==> config.mk <==
export PLATFORM = sky130hd
export DESIGN_NAME = pofc_top
export DESIGN_NICKNAME = d
export VERILOG_FILES = /design/src/hw/pofc_pkg.sv /design/src/hw/pofc_sync.sv /design/src/hw/pofc_filter.sv /design/src/hw/pofc_top.sv
export SDC_FILE = /design/constraint.sdc
export NUM_CORES = 1
export LEC_CHECK = 0
export BUFFER_PORTS_ARGS = -buffer_cell sky130_fd_sc_hd__buf_2
export CAP_MARGIN = 30
export CELL_PAD_IN_SITES_DETAIL_PLACEMENT = 1
export CELL_PAD_IN_SITES_GLOBAL_PLACEMENT = 1
export CORE_MARGIN = 2
export CORE_UTILIZATION = 30
export CTS_BUF_LIST = sky130_fd_sc_hd__clkbuf_16
export CTS_CLUSTER_DIAMETER = 80
export DETAILED_ROUTE_END_ITERATION = 16
export GPL_TIMING_DRIVEN = 0
export MAX_ROUTING_LAYER = met4
export PLACE_DENSITY = 0.56
export SLEW_MARGIN = 15
export SYNTH_ARGS = -nofsm -noshare
export SYNTH_HDL_FRONTEND = slang
export SYNTH_HIERARCHICAL = 1
export SYNTH_SLANG_ARGS = --single-unit
==> constraint.sdc <==
create_clock -name CORE_CLK -period 4.7 [get_ports CORE_CLK]
set_input_delay 0.94 -clock CORE_CLK [delete_from_list [all_inputs] [get_ports CORE_CLK]]
set_output_delay 0.94 -clock CORE_CLK [all_outputs]
set_load 0.03 [all_outputs]
==> src/hw/pofc_pkg.sv <==
/*
  Package for the pin ownership, output enable and glitch filter slice.
  Holds register offsets, reset values and filter timing.
  Assumes a 32-bit classic Wishbone register bus with byte addresses.
*/
`default_nettype none

package pofc_pkg;

  localparam int          PIN_COUNT        = 32;

  // Register byte offsets
  localparam logic [7:0]  OFS_TAKE_SET     = 8'h00;
  localparam logic [7:0]  OFS_RELEASE_SET  = 8'h04;
  localparam logic [7:0]  OFS_OWNER_STAT   = 8'h08;
  localparam logic [7:0]  OFS_OE_SET       = 8'h10;
  localparam logic [7:0]  OFS_OE_CLEAR     = 8'h14;
  localparam logic [7:0]  OFS_OE_STAT      = 8'h18;
  localparam logic [7:0]  OFS_FILT_SET     = 8'h20;
  localparam logic [7:0]  OFS_FILT_CLEAR   = 8'h24;
  localparam logic [7:0]  OFS_FILT_STAT    = 8'h28;

  // Reset values and the read value of unmapped offsets
  localparam logic [31:0] RST_OWNER        = 32'h01FFFFFF;
  localparam logic [31:0] RST_OE           = 32'h00000000;
  localparam logic [31:0] RST_FILT         = 32'h00000000;
  localparam logic [31:0] RD_UNMAPPED      = 32'h00000000;

  // Filter: level must stand this many clocks before it passes
  localparam int          FILT_STABLE_CYC  = 2;

endpackage : pofc_pkg

`default_nettype wire

==> src/hw/pofc_sync.sv <==
/*
  Two-flop synchroniser bank for the pin inputs.
  Assumes inputs are asynchronous to CORE_CLK.
*/
`timescale 1ns/10ps
`default_nettype none

module pofc_sync #(
  parameter int WIDTH = 32
) (
  input  wire logic             clk,
  input  wire logic             arst_n,
  input  wire logic [WIDTH-1:0] async_in,
  output var  logic [WIDTH-1:0] sync_out
);

  typedef struct packed {
    logic [WIDTH-1:0] meta;
    logic [WIDTH-1:0] sync;
  } pofc_sync_t;

  pofc_sync_t st_reg;
  pofc_sync_t st_next;

  // First stage feeds only the second
  always_comb begin
    st_next      = st_reg;
    st_next.meta = async_in;
    st_next.sync = st_reg.meta;
  end

  always_ff @(posedge clk or negedge arst_n) begin
    if (!arst_n) begin
      st_reg <= '0;
    end else begin
      st_reg <= st_next;
    end
  end

  assign sync_out = st_reg.sync;

endmodule // pofc_sync

`default_nettype wire

==> src/hw/pofc_filter.sv <==
/*
  Per-pin glitch filter: output follows input only after the input has
  held the new level for a set number of clocks; bypassed when disabled.
  Assumes synchronised inputs.
*/
`timescale 1ns/10ps
`default_nettype none

module pofc_filter #(
  parameter int WIDTH  = 32,
  parameter int STABLE = 2
) (
  input  wire logic             clk,
  input  wire logic             arst_n,
  input  wire logic [WIDTH-1:0] din,
  input  wire logic [WIDTH-1:0] enable,
  output var  logic [WIDTH-1:0] dout
);

  localparam int CW = $clog2(STABLE + 1);

  typedef struct packed {
    logic [WIDTH-1:0]         filt;
    logic [WIDTH-1:0][CW-1:0] cnt;
  } pofc_filt_t;

  pofc_filt_t st_reg;
  pofc_filt_t st_next;

  // Per-pin stability counters; a differing level must persist
  always_comb begin
    st_next = st_reg;
    for (int i = 0; i < WIDTH; i++) begin
      if (din[i] == st_reg.filt[i]) begin
        st_next.cnt[i] = '0;
      end else if (st_reg.cnt[i] == CW'(STABLE - 1)) begin
        st_next.filt[i] = din[i];
        st_next.cnt[i]  = '0;
      end else begin
        st_next.cnt[i] = st_reg.cnt[i] + CW'(1);
      end
    end
  end

  always_ff @(posedge clk or negedge arst_n) begin
    if (!arst_n) begin
      st_reg <= '0;
    end else begin
      st_reg <= st_next;
    end
  end

  // Bypass when off; filtered copy keeps tracking for a clean switch
  generate
    for (genvar g = 0; g < WIDTH; g++) begin : g_sel
      assign dout[g] = enable[g] ? st_reg.filt[g] : din[g];
    end
  endgenerate

endmodule // pofc_filter

`default_nettype wire

==> src/hw/pofc_top.sv <==
/*
  Pin ownership, output enable and glitch filter control for 32 lines,
  with a classic Wishbone slave for its registers.
  Assumes pin inputs are asynchronous; peripheral signals run on CORE_CLK.
*/
// Added by the designer: the Wishbone register port and the placing of the registers.
`timescale 1ns/10ps
`default_nettype none

module pofc_top #(
  parameter int NPIN = pofc_pkg::PIN_COUNT
) (
  input  wire logic            CORE_CLK,
  input  wire logic            ARST_N,
  // Wishbone slave
  input  wire logic            WB_CYC_I,
  input  wire logic            WB_STB_I,
  input  wire logic            WB_WE_I,
  input  wire logic [7:0]      WB_ADR_I,
  input  wire logic [3:0]      WB_SEL_I,
  input  wire logic [31:0]     WB_DAT_I,
  output var  logic [31:0]     WB_DAT_O,
  output var  logic            WB_ACK_O,
  // Pads
  input  wire logic [NPIN-1:0] PIN_I,
  output var  logic [NPIN-1:0] PIN_O,
  output var  logic [NPIN-1:0] PIN_OE,
  // Peripheral side of each pin
  input  wire logic [NPIN-1:0] PERIPH_O,
  input  wire logic [NPIN-1:0] PERIPH_OE,
  output var  logic [NPIN-1:0] PERIPH_I,
  // Controller side toward output-data and level logic
  input  wire logic [NPIN-1:0] CTRL_DATA_O,
  output var  logic [NPIN-1:0] CTRL_PIN_I,
  output var  logic [NPIN-1:0] OWNER_STATUS,
  output var  logic [NPIN-1:0] OE_STATUS
);

  typedef struct packed {
    logic [NPIN-1:0] owner;
    logic [NPIN-1:0] oe;
    logic [NPIN-1:0] filt;
    logic [NPIN-1:0] pin_o;
    logic [NPIN-1:0] pin_oe;
    logic [NPIN-1:0] periph_i;
    logic [NPIN-1:0] ctrl_i;
    logic [31:0]     dat_o;
    logic            ack;
  } pofc_state_t;

  pofc_state_t     st_reg;
  pofc_state_t     st_next;
  logic [NPIN-1:0] pin_sync;
  logic [NPIN-1:0] pin_clean;
  logic [31:0]     wmask;
  logic            req;
  logic            wr;

  // Pads reach logic only through two flops
  pofc_sync #(
    .WIDTH    (NPIN)
  ) u_sync (
    .clk      (CORE_CLK),
    .arst_n   (ARST_N),
    .async_in (PIN_I),
    .sync_out (pin_sync)
  );

  // One filter per pin, serving both input paths
  pofc_filter #(
    .WIDTH    (NPIN),
    .STABLE   (pofc_pkg::FILT_STABLE_CYC)
  ) u_filt (
    .clk      (CORE_CLK),
    .arst_n   (ARST_N),
    .din      (pin_sync),
    .enable   (st_reg.filt),
    .dout     (pin_clean)
  );

  // Byte lanes widen to a bit mask for partial writes
  always_comb begin
    for (int b = 0; b < 4; b++) begin
      wmask[b*8 +: 8] = WB_DAT_I[b*8 +: 8] & {8{WB_SEL_I[b]}};
    end
  end

  // New request only while no ack is outstanding
  assign req = WB_CYC_I && WB_STB_I && !st_reg.ack;
  assign wr  = req && WB_WE_I;

  // Register writes, read mux and pin muxing
  always_comb begin
    st_next       = st_reg;
    st_next.ack   = req;
    st_next.dat_o = pofc_pkg::RD_UNMAPPED;
    if (wr) begin
      if (WB_ADR_I == pofc_pkg::OFS_TAKE_SET) begin
        st_next.owner = st_reg.owner | wmask[NPIN-1:0];
      end else if (WB_ADR_I == pofc_pkg::OFS_RELEASE_SET) begin
        st_next.owner = st_reg.owner & ~wmask[NPIN-1:0];
      end else if (WB_ADR_I == pofc_pkg::OFS_OE_SET) begin
        st_next.oe = st_reg.oe | wmask[NPIN-1:0];
      end else if (WB_ADR_I == pofc_pkg::OFS_OE_CLEAR) begin
        st_next.oe = st_reg.oe & ~wmask[NPIN-1:0];
      end else if (WB_ADR_I == pofc_pkg::OFS_FILT_SET) begin
        st_next.filt = st_reg.filt | wmask[NPIN-1:0];
      end else if (WB_ADR_I == pofc_pkg::OFS_FILT_CLEAR) begin
        st_next.filt = st_reg.filt & ~wmask[NPIN-1:0];
      end
    end else if (req) begin
      // Write-only and unmapped offsets read as zero
      if (WB_ADR_I == pofc_pkg::OFS_OWNER_STAT) begin
        st_next.dat_o = 32'(st_reg.owner);
      end else if (WB_ADR_I == pofc_pkg::OFS_OE_STAT) begin
        st_next.dat_o = 32'(st_reg.oe);
      end else if (WB_ADR_I == pofc_pkg::OFS_FILT_STAT) begin
        st_next.dat_o = 32'(st_reg.filt);
      end
    end
    // Pin drive from the updated ownership and enables, so the pad
    // settles in the same cycle as the status registers
    for (int i = 0; i < NPIN; i++) begin
      if (st_next.owner[i]) begin
        st_next.pin_oe[i]   = st_next.oe[i];
        st_next.pin_o[i]    = CTRL_DATA_O[i];
        st_next.periph_i[i] = 1'b0;
      end else begin
        st_next.pin_oe[i]   = PERIPH_OE[i];
        st_next.pin_o[i]    = PERIPH_O[i];
        st_next.periph_i[i] = pin_clean[i];
      end
      st_next.ctrl_i[i] = pin_clean[i];
    end
  end

  always_ff @(posedge CORE_CLK or negedge ARST_N) begin
    if (!ARST_N) begin
      st_reg       <= '0;
      st_reg.owner <= pofc_pkg::RST_OWNER[NPIN-1:0];
      st_reg.oe    <= pofc_pkg::RST_OE[NPIN-1:0];
      st_reg.filt  <= pofc_pkg::RST_FILT[NPIN-1:0];
    end else begin
      st_reg <= st_next;
    end
  end

  // All outputs straight from flops
  assign WB_DAT_O     = st_reg.dat_o;
  assign WB_ACK_O     = st_reg.ack;
  assign PIN_O        = st_reg.pin_o;
  assign PIN_OE       = st_reg.pin_oe;
  assign PERIPH_I     = st_reg.periph_i;
  assign CTRL_PIN_I   = st_reg.ctrl_i;
  assign OWNER_STATUS = st_reg.owner;
  assign OE_STATUS    = st_reg.oe;

endmodule // pofc_top

`default_nettype wire

* Yosys cells after proc, flatten, opt, wreduce, memory -nomap -nowiden
Cells that the tools add are included.
Operators by class: reductions and logical operators 39, add/subtract/negate cells 32, mux-type cells 208, bitwise gates (word level) 47, eq/ne operators 72
Operators by type and width (number):
- $mux W32 | 13
- $mux W1 | 128
- $mux W2 | 64
- $mux W64 | 2
- $and A32 B32 Y32 | 3
- $mux W96 | 1
- $or A32 B32 Y32 | 3
- $add A2 B1 Y2 const B | 32
- $eq A2 B1 Y1 const B | 32
- $reduce_and A2 Y1 | 32
- $not A1 Y1 | 36
- $and A8 B8 Y8 | 4
- $eq A1 B1 Y1 | 32
- $not A32 Y32 | 1
- $eq A8 B5 Y1 const B | 3
- $eq A8 B6 Y1 const B | 3
- $eq A8 B3 Y1 const B | 1
- $eq A8 B4 Y1 const B | 1
- $logic_not A8 Y1 | 1
- $reduce_and A6 Y1 | 1
- $logic_and A1 B1 Y1 | 3
- $reduce_bool A2 Y1 | 1
- $logic_not A1 Y1 | 1
Word-level totals: word-level logic and storage cells 473, register bits after elaboration 417

* Longest topological paths before layout
Gate-level depths: netlist (run 1).
word-level depth 11, mapped depth 7

* Cells and area by module
Netlist (run 1), hierarchy kept.
Modules (own cells, without submodules):
- pofc_top | instances 1, cells an instance 1118, area each 12814.8 um^2
- pofc_filter | instances 1, cells an instance 288, area each 4454.3 um^2
- pofc_sync | instances 1, cells an instance 64, area each 1601.5 um^2

* Worst setup path after synthesis (run 1)
OpenSTA, ideal clock, no wires.
path type in2reg, start in WB_ADR_I[4], end reg st_reg (netlist bit PIN_OE[22]), data required time 4.575 ns, stages on the path 7, setup time 0.125 ns, path slack 1.691 ns, arrival time 2.884 ns, cell sequence or4_1 -> clkbuf_1 -> or3_1 -> buf_2 -> buf_6 -> o31ai_4 -> mux2_2
RTL lines:
- start, declared | RTL line pofc_top.sv:19 | input wire logic [7:0] WB_ADR_I,
- end signal, assigned | RTL line pofc_top.sv:144 | st_reg <= st_next;
- end, declared | RTL line pofc_top.sv:51 | pofc_state_t st_reg;

==> summary.md, run 1 <==
| Metric | Value |
|---|---|
| Post-DRT Antenna Nets | `0` |
| Synth unique cells | `38` |
| Fin. max-slew vios | `0` |
| Max reg flops | `between 90 and 100` |
| Design area | `23720 um2` |
| Xor and xnor area share after synthesis | `under 10%` |
| Final Power | `0.009568 W` |
| H-tree levels | `2` |
| Clk Latency, worst-skew pair | `590 ps` |
| Ratio of cells with drive above 1 in the final layout | `49.14%` |
| Relative slew slack | `between 30 and 40%` |
| Min Hold Slack | `between 200 and 300 ps` |
| Initial antenna violation count | `10` |
| Final setup violation count | `0` |
| Complex-gate fraction of the synthesized area | `12.70%` |
| R2r endpoint | `PIN_OE[20]` |
| Yosys top cell by area | `dfrtp_1` |
| Worst path arrival time | `~3600 ps` |
| Boundary Pins | `roughly 400` |
| Critical path cell sequence | `buf_2 > or4b_1 > clkbuf_1 > clkbuf_1 > o41ai_2 > o31ai_4 > mux2_2` |
| Syn nets | `between 1500 and 2000` |
| Slew @ Worst Pin | `roughly 1000 ps` |
| Drt drc | `0` |
| Area growth syn-to-layout | `25.69%` |
| Clock Sinks | `between 400 and 500` |
| 1st-iter DRT viols | `about 830` |
| RSZ-0062 raised after global routing | `no` |
| Crit start category | `input pin` |
| Final WL | `61990 um` |
| R2r startpoint | `WB_ACK_O` |
| R2R depth | `6` |
| Count of final hold-check violations | `0` |
| Placed cells | `~2700` |
| Fin crit share | `around two thirds` |
| Worst VDD drop | `between 200 and 250 uV` |
| Hold-fix buffers, CTS | `0` |
| P_leak | `between 10 and 15 nW` |
| Port bufs | `~400` |
| Fin Setup TNS | `0 ps` |
| Register area share after synthesis | `55.46%` |
| Core area | `approximately 62000 um2` |
| EDFF count, synth | `0` |
| CP max stage cell | `or4b_1` |
| Gr usage total | `19.51%` |
| CTS tree | `built` |
| Area contributors post-synth | `dfrtp_1 (52%), buf_4 (8.9%), mux2_4 (4.1%)` |
| Largest net degree at the start of global routing | `103` |
| Crit-path max FO | `10` |
| Reg2reg setup slack | `roughly 1700 ps` |
| Syn Inst Count | `1470` |
| Initial core utilization | `just over 30%` |
| Layout Cells excl Fill | `approximately 2800` |
| Post-Syn Area per Cell | `~13 um2` |
| Max-cap violations | `0` |
| Outcome | `finished clean` |
| Root buffer cell | `clkbuf_16` |
| Crit path kind | `in -> reg` |
| Routed vias | `13000` |
| Most common cell on crit path | `clkbuf_1` |
| Post-CTS sizing | `0` |
| Placer congestion estimate | `0.8127` |
| Crit path time final | `approximately 3100 ps` |
| Clk buf depth | `3` |
| First-pass GRT wire length | `90980 um` |
| 1st-pass router iterations | `5` |
| Die Footprint | `between 60000 and 70000 um2` |
| Nets | `2104` |
| FFs w/ async S/R, synth | `between 90% and 100%` |
| # Post-CTS Setup Buffers | `0` |
| Sequential Area | `roughly 10000 um2` |
| Routed vias/inst | `between 4 and 5` |
| Multi-input logic area | `6158 um2` |
| Adder-cell share of the synthesized area | `0%` |
| Worst-path clk slew | `60 ps` |
| DP Wirelength | `~45000 um` |
| Die Width | `approximately 250 um` |
| Register bit total from synthesis | `~420` |
| Post-synthesis mux area share | `roughly 8.7%` |
| Clk_skew | `29.90 ps` |
| F_max | `~320 MHz` |
| Worst setup EP type | `register` |
| Max incr delay on CP | `roughly 580 ps` |
| Yosys warns | `6` |
| Largest family of logic cells by synthesized area | `compound AO/OA/AOI/OAI gates` |
| Overflow after GRT | `0` |
| Drt wl/cell | `approximately 22 um` |
| Hold Path Class | `in -> async` |
| Rows | `91` |
| Post-Place Cell Area | `22060 um2` |
| Power per cell area | `~400 nW/um2` |
| Data required, critical path | `between 5000 and 6000 ps` |
| Mapped cell area | `about 19000 um2` |
| Ys flop type | `dfrtp_1` |
| Die H | `approximately 250 um` |
| Simple-Gate Fraction of Synth Area | `between 9 and 10%` |
| CTS buffer count | `49` |
| Top cell type's share of synthesized area | `about half` |
| Vias in the first global route | `approximately 14000` |
| Fillers | `between 6000 and 7000` |
[critical path, delay by kind of cell]
kind,cells,cell delay (ps)
AOI/OAI and AO/OA,2,710
buffers and inverters,3,1000
muxes,1,350
and+or+nand+nor,1,580
[worst max path at each step]
| stage | startpoint | end | slack [ps] | cells after the start |
|---|---|---|---|---|
| CTS | WB_ADR_I[3] | PIN_OE[31] | 1490 | 7 |
| finish | WB_ADR_I[3] | PIN_OE[28] | 1560 | 7 |
| global route | WB_ADR_I[3] | PIN_OE[31] | 1400 | 7 |
| floorplan | WB_ADR_I[4] | PIN_OE[22] | 1690 | 7 |
| detailed placement | WB_ADR_I[3] | PIN_OE[31] | 860 | 7 |
| global placement | ARST_N | PIN_O[25] | -6040 | 1 |
[cell usage in the layout (no fill, tap or decap), types with 3 or more instances in the layout]
master      netlist  layout
buf_2             4     402
dfrtp_1         392     392
buf_4           224     224
nor2_1           98      98
inv_1            66      74
o31ai_1          63      63
clkbuf_1         62      62
a21oi_1          62      62
mux2_2           52      52
mux2_4           52      52
clkbuf_16         0      51
nand4b_1         33      33
o41ai_1          33      33
o21ai_0          33      33
nand2_1          32      32
xnor2_1          32      32
nor3b_2          32      32
nor3_1           31      31
o41ai_2          30      30
o31ai_4          30      30
nor2b_4          28      28
dfstp_2          25      25
mux2_1           24      24
clkinv_2          0      12
diode_2           0      10
clkinv_1          0       8
buf_6             3       7
clkinvlp_4        0       7
buf_1             8       5
bufinv_16         0       4
buf_16            0       4
nand2b_1          4       4
buf_8             0       3
[layout make-up]
type / count / share of cell area [%]
Timing Repair Buffer: 406 / 9.179
Clock buffer: 51 / 5.381
Buffer: 301 / 8.441
Clock inverter: 41 / 1.340
Multi-Input combinational cell: 686 / 25.97
Sequential cell: 417 / 44.13
Inverter: 66 / 1.045
Tap cell: 837 / 4.415
Antenna cell: 10 / 0.1055
[through the flow]
stage,util [%],worst slack [ps]
2_1_floorplan,-,1691
3_3_place_gp,35.36,-6039
3_5_place_dp,35.62,863.9
4_1_cts,38.20,1491
5_1_grt,38.29,1396
6_report,38.29,1565
[synth_stat cells (25+ instances only)]
library cell  instances
a21oi_1              62
buf_4               224
clkbuf_1             62
dfrtp_1             392
dfstp_2              25
inv_1                66
mux2_2               52
mux2_4               52
nand2_1              32
nand4b_1             33
nor2_1               98
nor2b_4              28
nor3_1               31
nor3b_2              32
o21ai_0              33
o31ai_1              63
o31ai_4              30
o41ai_1              33
o41ai_2              30
xnor2_1              32
[where the power goes]
group	leakage (nW)	internal, W	switching [W]
registers	5.16	0.00396	0.000306
clock network	0.800	0.00219	0.00160
logic	5.09	0.000789	0.000728
[layer usage]
metal | routed length (um) | track usage [%] | part of all wire (%) | up-vias
met1 | 26480 | 24.55 | 43 | 6638
met2 | 29870 | 31.02 | 48 | 449
met4 | 1127 | 4.612 | 1.8 | 0
li1 | - | - | - | 5835
met3 | 4511 | 5.593 | 7.3 | 73
met5 | 0 | - | 0 | -
[kinds of logic after synthesis]
logic type      count (synthesis)
mux                           129
xor+xnor                       32
simple gates                  271
flops                         417
buf+inv                       367
compound gates                254
Note: power is estimated with default switching activity, not from simulation.
==> run 2: changes to the inputs <==
- clock period: 4.7 -> 3.01 ns (I/O delays scaled with it)
==> run 2 against run 1 <==
Non-clock buffer count unchanged. Wire length about the same. Sequential power increased by 56%. Global-route usage unchanged. Cell area about the same. Highest routed layer unchanged. Largest power group unchanged.
==> summary.md, run 2 (synthesis gave the netlist of run 1 again) <==
| Metric | Value |
|---|---|
| Drt wl/cell | `22.02 um` |
| 1st-iter DRT viols | `860` |
| Most common cell after layout, fill and taps aside | `buf_2` |
| Max reg flops | `96` |
| Routed vias | `around 13000` |
| R2R depth | `6` |
| Port bufs | `a little under 400` |
| Max-cap violations | `0` |
| Die Width | `around 250 um` |
| Crit path kind | `in -> reg` |
| Clk Latency, worst-skew pair | `~590 ps` |
| F_max | `~360 MHz` |
| Clock Sinks | `between 400 and 500` |
| Final setup margin | `208.4 ps` |
| CTS buffer count | `49` |
| Area growth syn-to-layout | `25.74%` |
| Rows | `91` |
| CP max stage cell | `or4b_1` |
| Fin. max-slew vios | `0` |
| Worst path arrival time | `3330 ps` |
| Worst setup EP type | `register` |
| Worst-path clk slew | `approximately 60 ps` |
| Nets | `roughly 2100` |
| CTS tree | `built` |
| Critical path cell sequence | `buf_2 > or4b_1 > clkbuf_1 > clkbuf_1 > nor4_1 > mux2i_1 > mux2_2` |
| Fillers | `6795` |
| Die Footprint | `between 60000 and 70000 um2` |
| 1st-pass router iterations | `6` |
| Design area | `~24000 um2` |
| Slew @ Worst Pin | `roughly 980 ps` |
| Hold depth | `1` |
| Initial antenna violation count | `10` |
| Clk_skew | `approximately 32 ps` |
| Gr usage total | `19.51%` |
| Most common cell on crit path | `clkbuf_1` |
| Boundary Pins | `around 400` |
| Post-Place Cell Area | `22060 um2` |
| Most frequent cells in the layout | `buf_2 (402), dfrtp_1 (392), buf_4 (224)` |
| Crit start category | `input pin` |
| Hold Path Class | `in -> reg` |
| Clk buf depth | `3` |
| Crit path time final | `between 2000 and 3000 ps` |
| Final Power | `0.01493 W` |
| R2r endpoint | `PIN_OE[28]` |
| Placed cells | `~2700` |
| Top Family by Delay on Critical Path | `simple AND/OR/NAND/NOR gates` |
| Reg2reg setup slack | `290 ps` |
| Data required, critical path | `~3500 ps` |
| Overflow after GRT | `0` |
| First-pass GRT wire length | `between 90000 and 100000 um` |
| Post-DRT Antenna Nets | `0` |
| Largest net degree at the start of global routing | `103` |
| Worst path bufs/invs | `3` |
| Ratio of cells with drive above 1 in the final layout | `~49%` |
| Root buffer cell | `clkbuf_16` |
| Core area | `just over 60000 um2` |
| Placer congestion estimate | `a little over 0.8` |
| Fin crit share | `93.08%` |
| DP Wirelength | `roughly 45000 um` |
| Vias in the first global route | `14050` |
| Die H | `about 250 um` |
| Crit-path max FO | `10` |
| R2r startpoint | `WB_ACK_O` |
| H-tree levels | `2` |
| P_leak | `between 10 and 15 nW` |
| Hold wc startpoint | `PIN_I[31]` |
| Final WL | `61980 um` |
| Initial core utilization | `30.47%` |
| Count of final hold-check violations | `0` |
| Power per cell area | `about 630 nW/um2` |
| RSZ-0062 raised after global routing | `no` |
| Relative slew slack | `between 30 and 40%` |
| Sequential Area | `about 10000 um2` |
| Routed vias/inst | `4.613` |
| Drt drc | `0` |
| Layout Cells excl Fill | `approximately 2800` |
| Outcome | `finished clean` |
| Max incr delay on CP | `590 ps` |
| Worst VDD drop | `386.9 uV` |
| Post-place setup slack | `-488.1 ps` |
| Multi-input logic area | `roughly 6200 um2` |
| Min-Delay Endpoint | `u_sync/st_next[31]` |
| Final setup violation count | `0` |
## run 2: cell type report
| class | count | area share, % |
|---|---|---|
| antenna | 10 | 0.1055 |
| buffer | 301 | 8.484 |
| clock buffer | 51 | 5.379 |
| clock inverter | 41 | 1.339 |
| inverter | 66 | 1.044 |
| multi-input combinational | 686 | 25.95 |
| sequential | 417 | 44.11 |
| tap | 837 | 4.414 |
| timing repair buffer | 406 | 9.170 |
## run 2: report_power, final
group	total (W)	switching, W	internal (W)
registers	0.00666	0.000476	0.00618
logic	0.00237	0.00114	0.00123
clock network	0.00590	0.00249	0.00342
total	0.0149	0.00410	0.0108
## run 2: worst register-to-register path: stages (launching register included)
cell             delay [ps]
dfrtp_1                 410
nand3b_1                280
clkbuf_2                330
clkdlybuf4s15_2         490
o41ai_2                 520
o31ai_4                 200
mux2_2                  350
## run 2: what timing repair did
item                                    CTS  global route
hold endpoints to repair                 58             0
resized for setup                         4             3
pin swaps                                 0             0
buffers inserted                          0             0
endpoints found under the setup margin   38             1
hold buffers                              1             0
## run 2: how the worst max path moves through the flow
stage,to,cells after the start,slack (ps),from
3_3_place_gp,PIN_O[25],1,-7390,ARST_N
6_report,PIN_OE[31],7,210,WB_ADR_I[3]
2_1_floorplan,PIN_OE[22],7,340,WB_ADR_I[4]
3_5_place_dp,PIN_OE[31],7,-490,WB_ADR_I[3]
4_1_cts,PIN_OE[31],6,40,WB_ACK_O
5_1_grt,PIN_OE[31],7,40,WB_ADR_I[3]
## run 2: routing by layer
| metal | track usage [%] | share of wire [%] | vias to the layer above |
|---|---|---|---|
| met2 | 31.02 | 48 | 449 |
| li1 | - | - | 5832 |
| met5 | - | 0 | - |
| met1 | 24.56 | 43 | 6632 |
| met4 | 4.612 | 1.8 | 0 |
| met3 | 5.583 | 7.4 | 74 |
## run 2: stage by stage
step                      util [%]  hold slack, ps  setup TNS (ps)
after global placement       35.36           332.0        -3001400
final                        38.31           113.7               0
after global routing         38.31           82.13               0
after detailed placement     35.62           335.6          -23470
after CTS                    38.23           69.73               0
after floorplan                  -           306.4               0
==> run 3: changes to the inputs <==
- CORE_UTILIZATION: 30 -> 34
- PLACE_DENSITY: 0.56 -> 0.63
==> run 3 against run 2 <==
Cell count fell by 3.0%. Worst hold slack improved by 7.0 ps. First-iteration DRC count shrank 6.6%. Sequential share of layout area is the same. Non-clock buffer count did not move. Combinational power about the same. Maximum frequency increased by 0.97%. Largest cell class unchanged.
==> summary.md, run 3 (synthesis gave the netlist of run 1 again) <==
| Metric | Value |
|---|---|
| Outcome | `finished clean` |
| Slew @ Worst Pin | `~1000 ps` |
| Die Footprint | `roughly 57000 um2` |
| Crit path kind | `reg -> reg` |
| Clk_skew | `between 15 and 20 ps` |
| Overflow after GRT | `0` |
| Clock Sinks | `~420` |
| Boundary Pins | `~400` |
| Core area | `approximately 55000 um2` |
| Fin Setup TNS | `0 ps` |
| Drt wl/cell | `between 20 and 25 um` |
| Initial antenna violation count | `12` |
| Worst path arrival time | `3230 ps` |
| Worst path bufs/invs | `3` |
| Port bufs | `396` |
| Routed wl met2 | `~30000 um` |
| Most common cell after layout, fill and taps aside | `buf_2` |
| Crit start category | `register` |
| Ratio of cells with drive above 1 in the final layout | `just under 50%` |
| P_leak | `~11 nW` |
| Die Width | `239.6 um` |
| H-tree levels | `2` |
| Nets | `between 2000 and 2500` |
| Count of final hold-check violations | `0` |
| Root buffer cell | `clkbuf_16` |
| Worst setup EP type | `register` |
| Min Hold Slack | `120.7 ps` |
| Fin crit share | `just over 90%` |
| Die H | `roughly 240 um` |
| 1st-iter DRT viols | `between 800 and 900` |
| DP Wirelength | `43910 um` |
| Area growth syn-to-layout | `25.74%` |
| Crit path time final | `approximately 2800 ps` |
| First-pass GRT wire length | `around 90000 um` |
| Top Family by Delay on Critical Path | `buffers and inverters` |
| F_max | `~360 MHz` |
| R2r startpoint | `WB_ACK_O` |
| CTS tree | `built` |
| Clk Latency, worst-skew pair | `around 580 ps` |
| Worst-path clk slew | `around 60 ps` |
| Routed vias | `13070` |
| Final setup margin | `235.5 ps` |
| Final setup violation count | `0` |
| Hold Path Class | `in -> reg` |
| Met3 wire len | `~4200 um` |
| Final WL | `between 60000 and 70000 um` |
| Hold wc startpoint | `PIN_I[9]` |
| Final Power | `between 0.015 and 0.02 W` |
| Power per cell area | `645.6 nW/um2` |
| Critical path cell sequence | `nand3b_1 > clkbuf_1 > buf_1 > buf_8 > o41ai_2 > o31ai_4 > mux2_1` |
| # Post-CTS Setup Buffers | `0` |
| Top routing layer in use | `met4` |
| Max-cap violations | `0` |
| Largest net degree at the start of global routing | `just over 100` |
| Max incr delay on CP | `between 400 and 500 ps` |
| Routed vias/inst | `around 4.8` |
| Clk buf depth | `3` |
| Vias in the first global route | `14210` |
| Relative slew slack | `approximately a third` |
| Gr usage total | `between 20% and 30%` |
| Placer congestion estimate | `0.8120` |
| Met1 Routed Length | `between 20000 and 30000 um` |
| RSZ-0062 raised after global routing | `no` |
| 1st-pass router iterations | `5` |
| Most frequent cells in the layout | `buf_2 (402), dfrtp_1 (392), buf_4 (224)` |
| CP max stage cell | `dfrtp_1` |
| CTS buffer count | `between 50 and 60` |
| Post-place setup slack | `-306.6 ps` |
| Worst VDD drop | `between 400 and 500 uV` |
| Crit-path max FO | `10` |
| Data required, critical path | `~3500 ps` |
| Rows | `between 80 and 90` |
| Worst setup path startpoint | `WB_ACK_O` |
| Fin. max-slew vios | `0` |
| Post-DRT Antenna Nets | `0` |
| Final core occ | `43.15%` |
| Initial core utilization | `between 30% and 40%` |
| Max reg flops | `96` |
| Drt drc | `0` |
## run 3: changes by cell type in the layout (fill, tap and decap cells not counted), sizes merged, moves of 2 or more
cell and change:
clkinvlp -5, inv +5, bufinv +3, clkbuf +2
## run 3: final timing paths
check	cells past startpoint	slack, ps	to
min reg2reg	0	350	u_sync/sync_out[14]
max reg2reg	7	240	PIN_O[28]
min	1	120	u_sync/st_next[9]
max in group asynchronous	4	1100	async pin
min in group asynchronous	2	490	PIN_O[7]
max	7	240	PIN_O[28]
## run 3: layout make-up
cell class,instances,area (um2)
Fill cell,5963,31260
Timing Repair Buffer,406,2176
Clock buffer,53,1326
Antenna cell,11,27.53
Buffer,301,2004
Clock inverter,43,385.4
Sequential cell,417,10470
Tap cell,748,935.9
Inverter,66,247.7
Multi-Input combinational cell,686,6158
## run 3: stage by stage
stage | instance area, um2 | cells
finish | 23730 | 2731
floorplan | 18870 | 1470
detailed placement | 21960 | 2622
global route | 23730 | 2731
global placement | 21790 | 2614
CTS | 23690 | 2719
## run 3: power by group
part           internal (W)  switching (W)  leakage, nW
sequential          0.00618       0.000483         5.16
combinational       0.00123        0.00115         5.10
clock               0.00379        0.00248        0.879
total                0.0112        0.00412         11.1
## run 3: worst reg2reg max path, delay by kind of cell (launching register included)
family | cells | cell delay, ps
AO/OA/AOI/OAI | 2 | 630
buffers and inverters | 3 | 950
flip-flops | 1 | 430
AND/OR/NAND/NOR | 1 | 290
multiplexers | 1 | 360
## run 3: metal layers
layer  GRT usage (%)  up-vias
li1                -     5853
met1           27.24     6701
met2           35.78      430
met3           5.140       89
met4           5.758        0
met5               -        -
## run 3: timing repair
| action | CTS | global route |
|---|---|---|
| endpoints found under the hold margin | 32 | 0 |
| setup endpoints to repair | 23 | 0 |
| hold buffers | 1 | 0 |
| gates resized for setup | 2 | 0 |
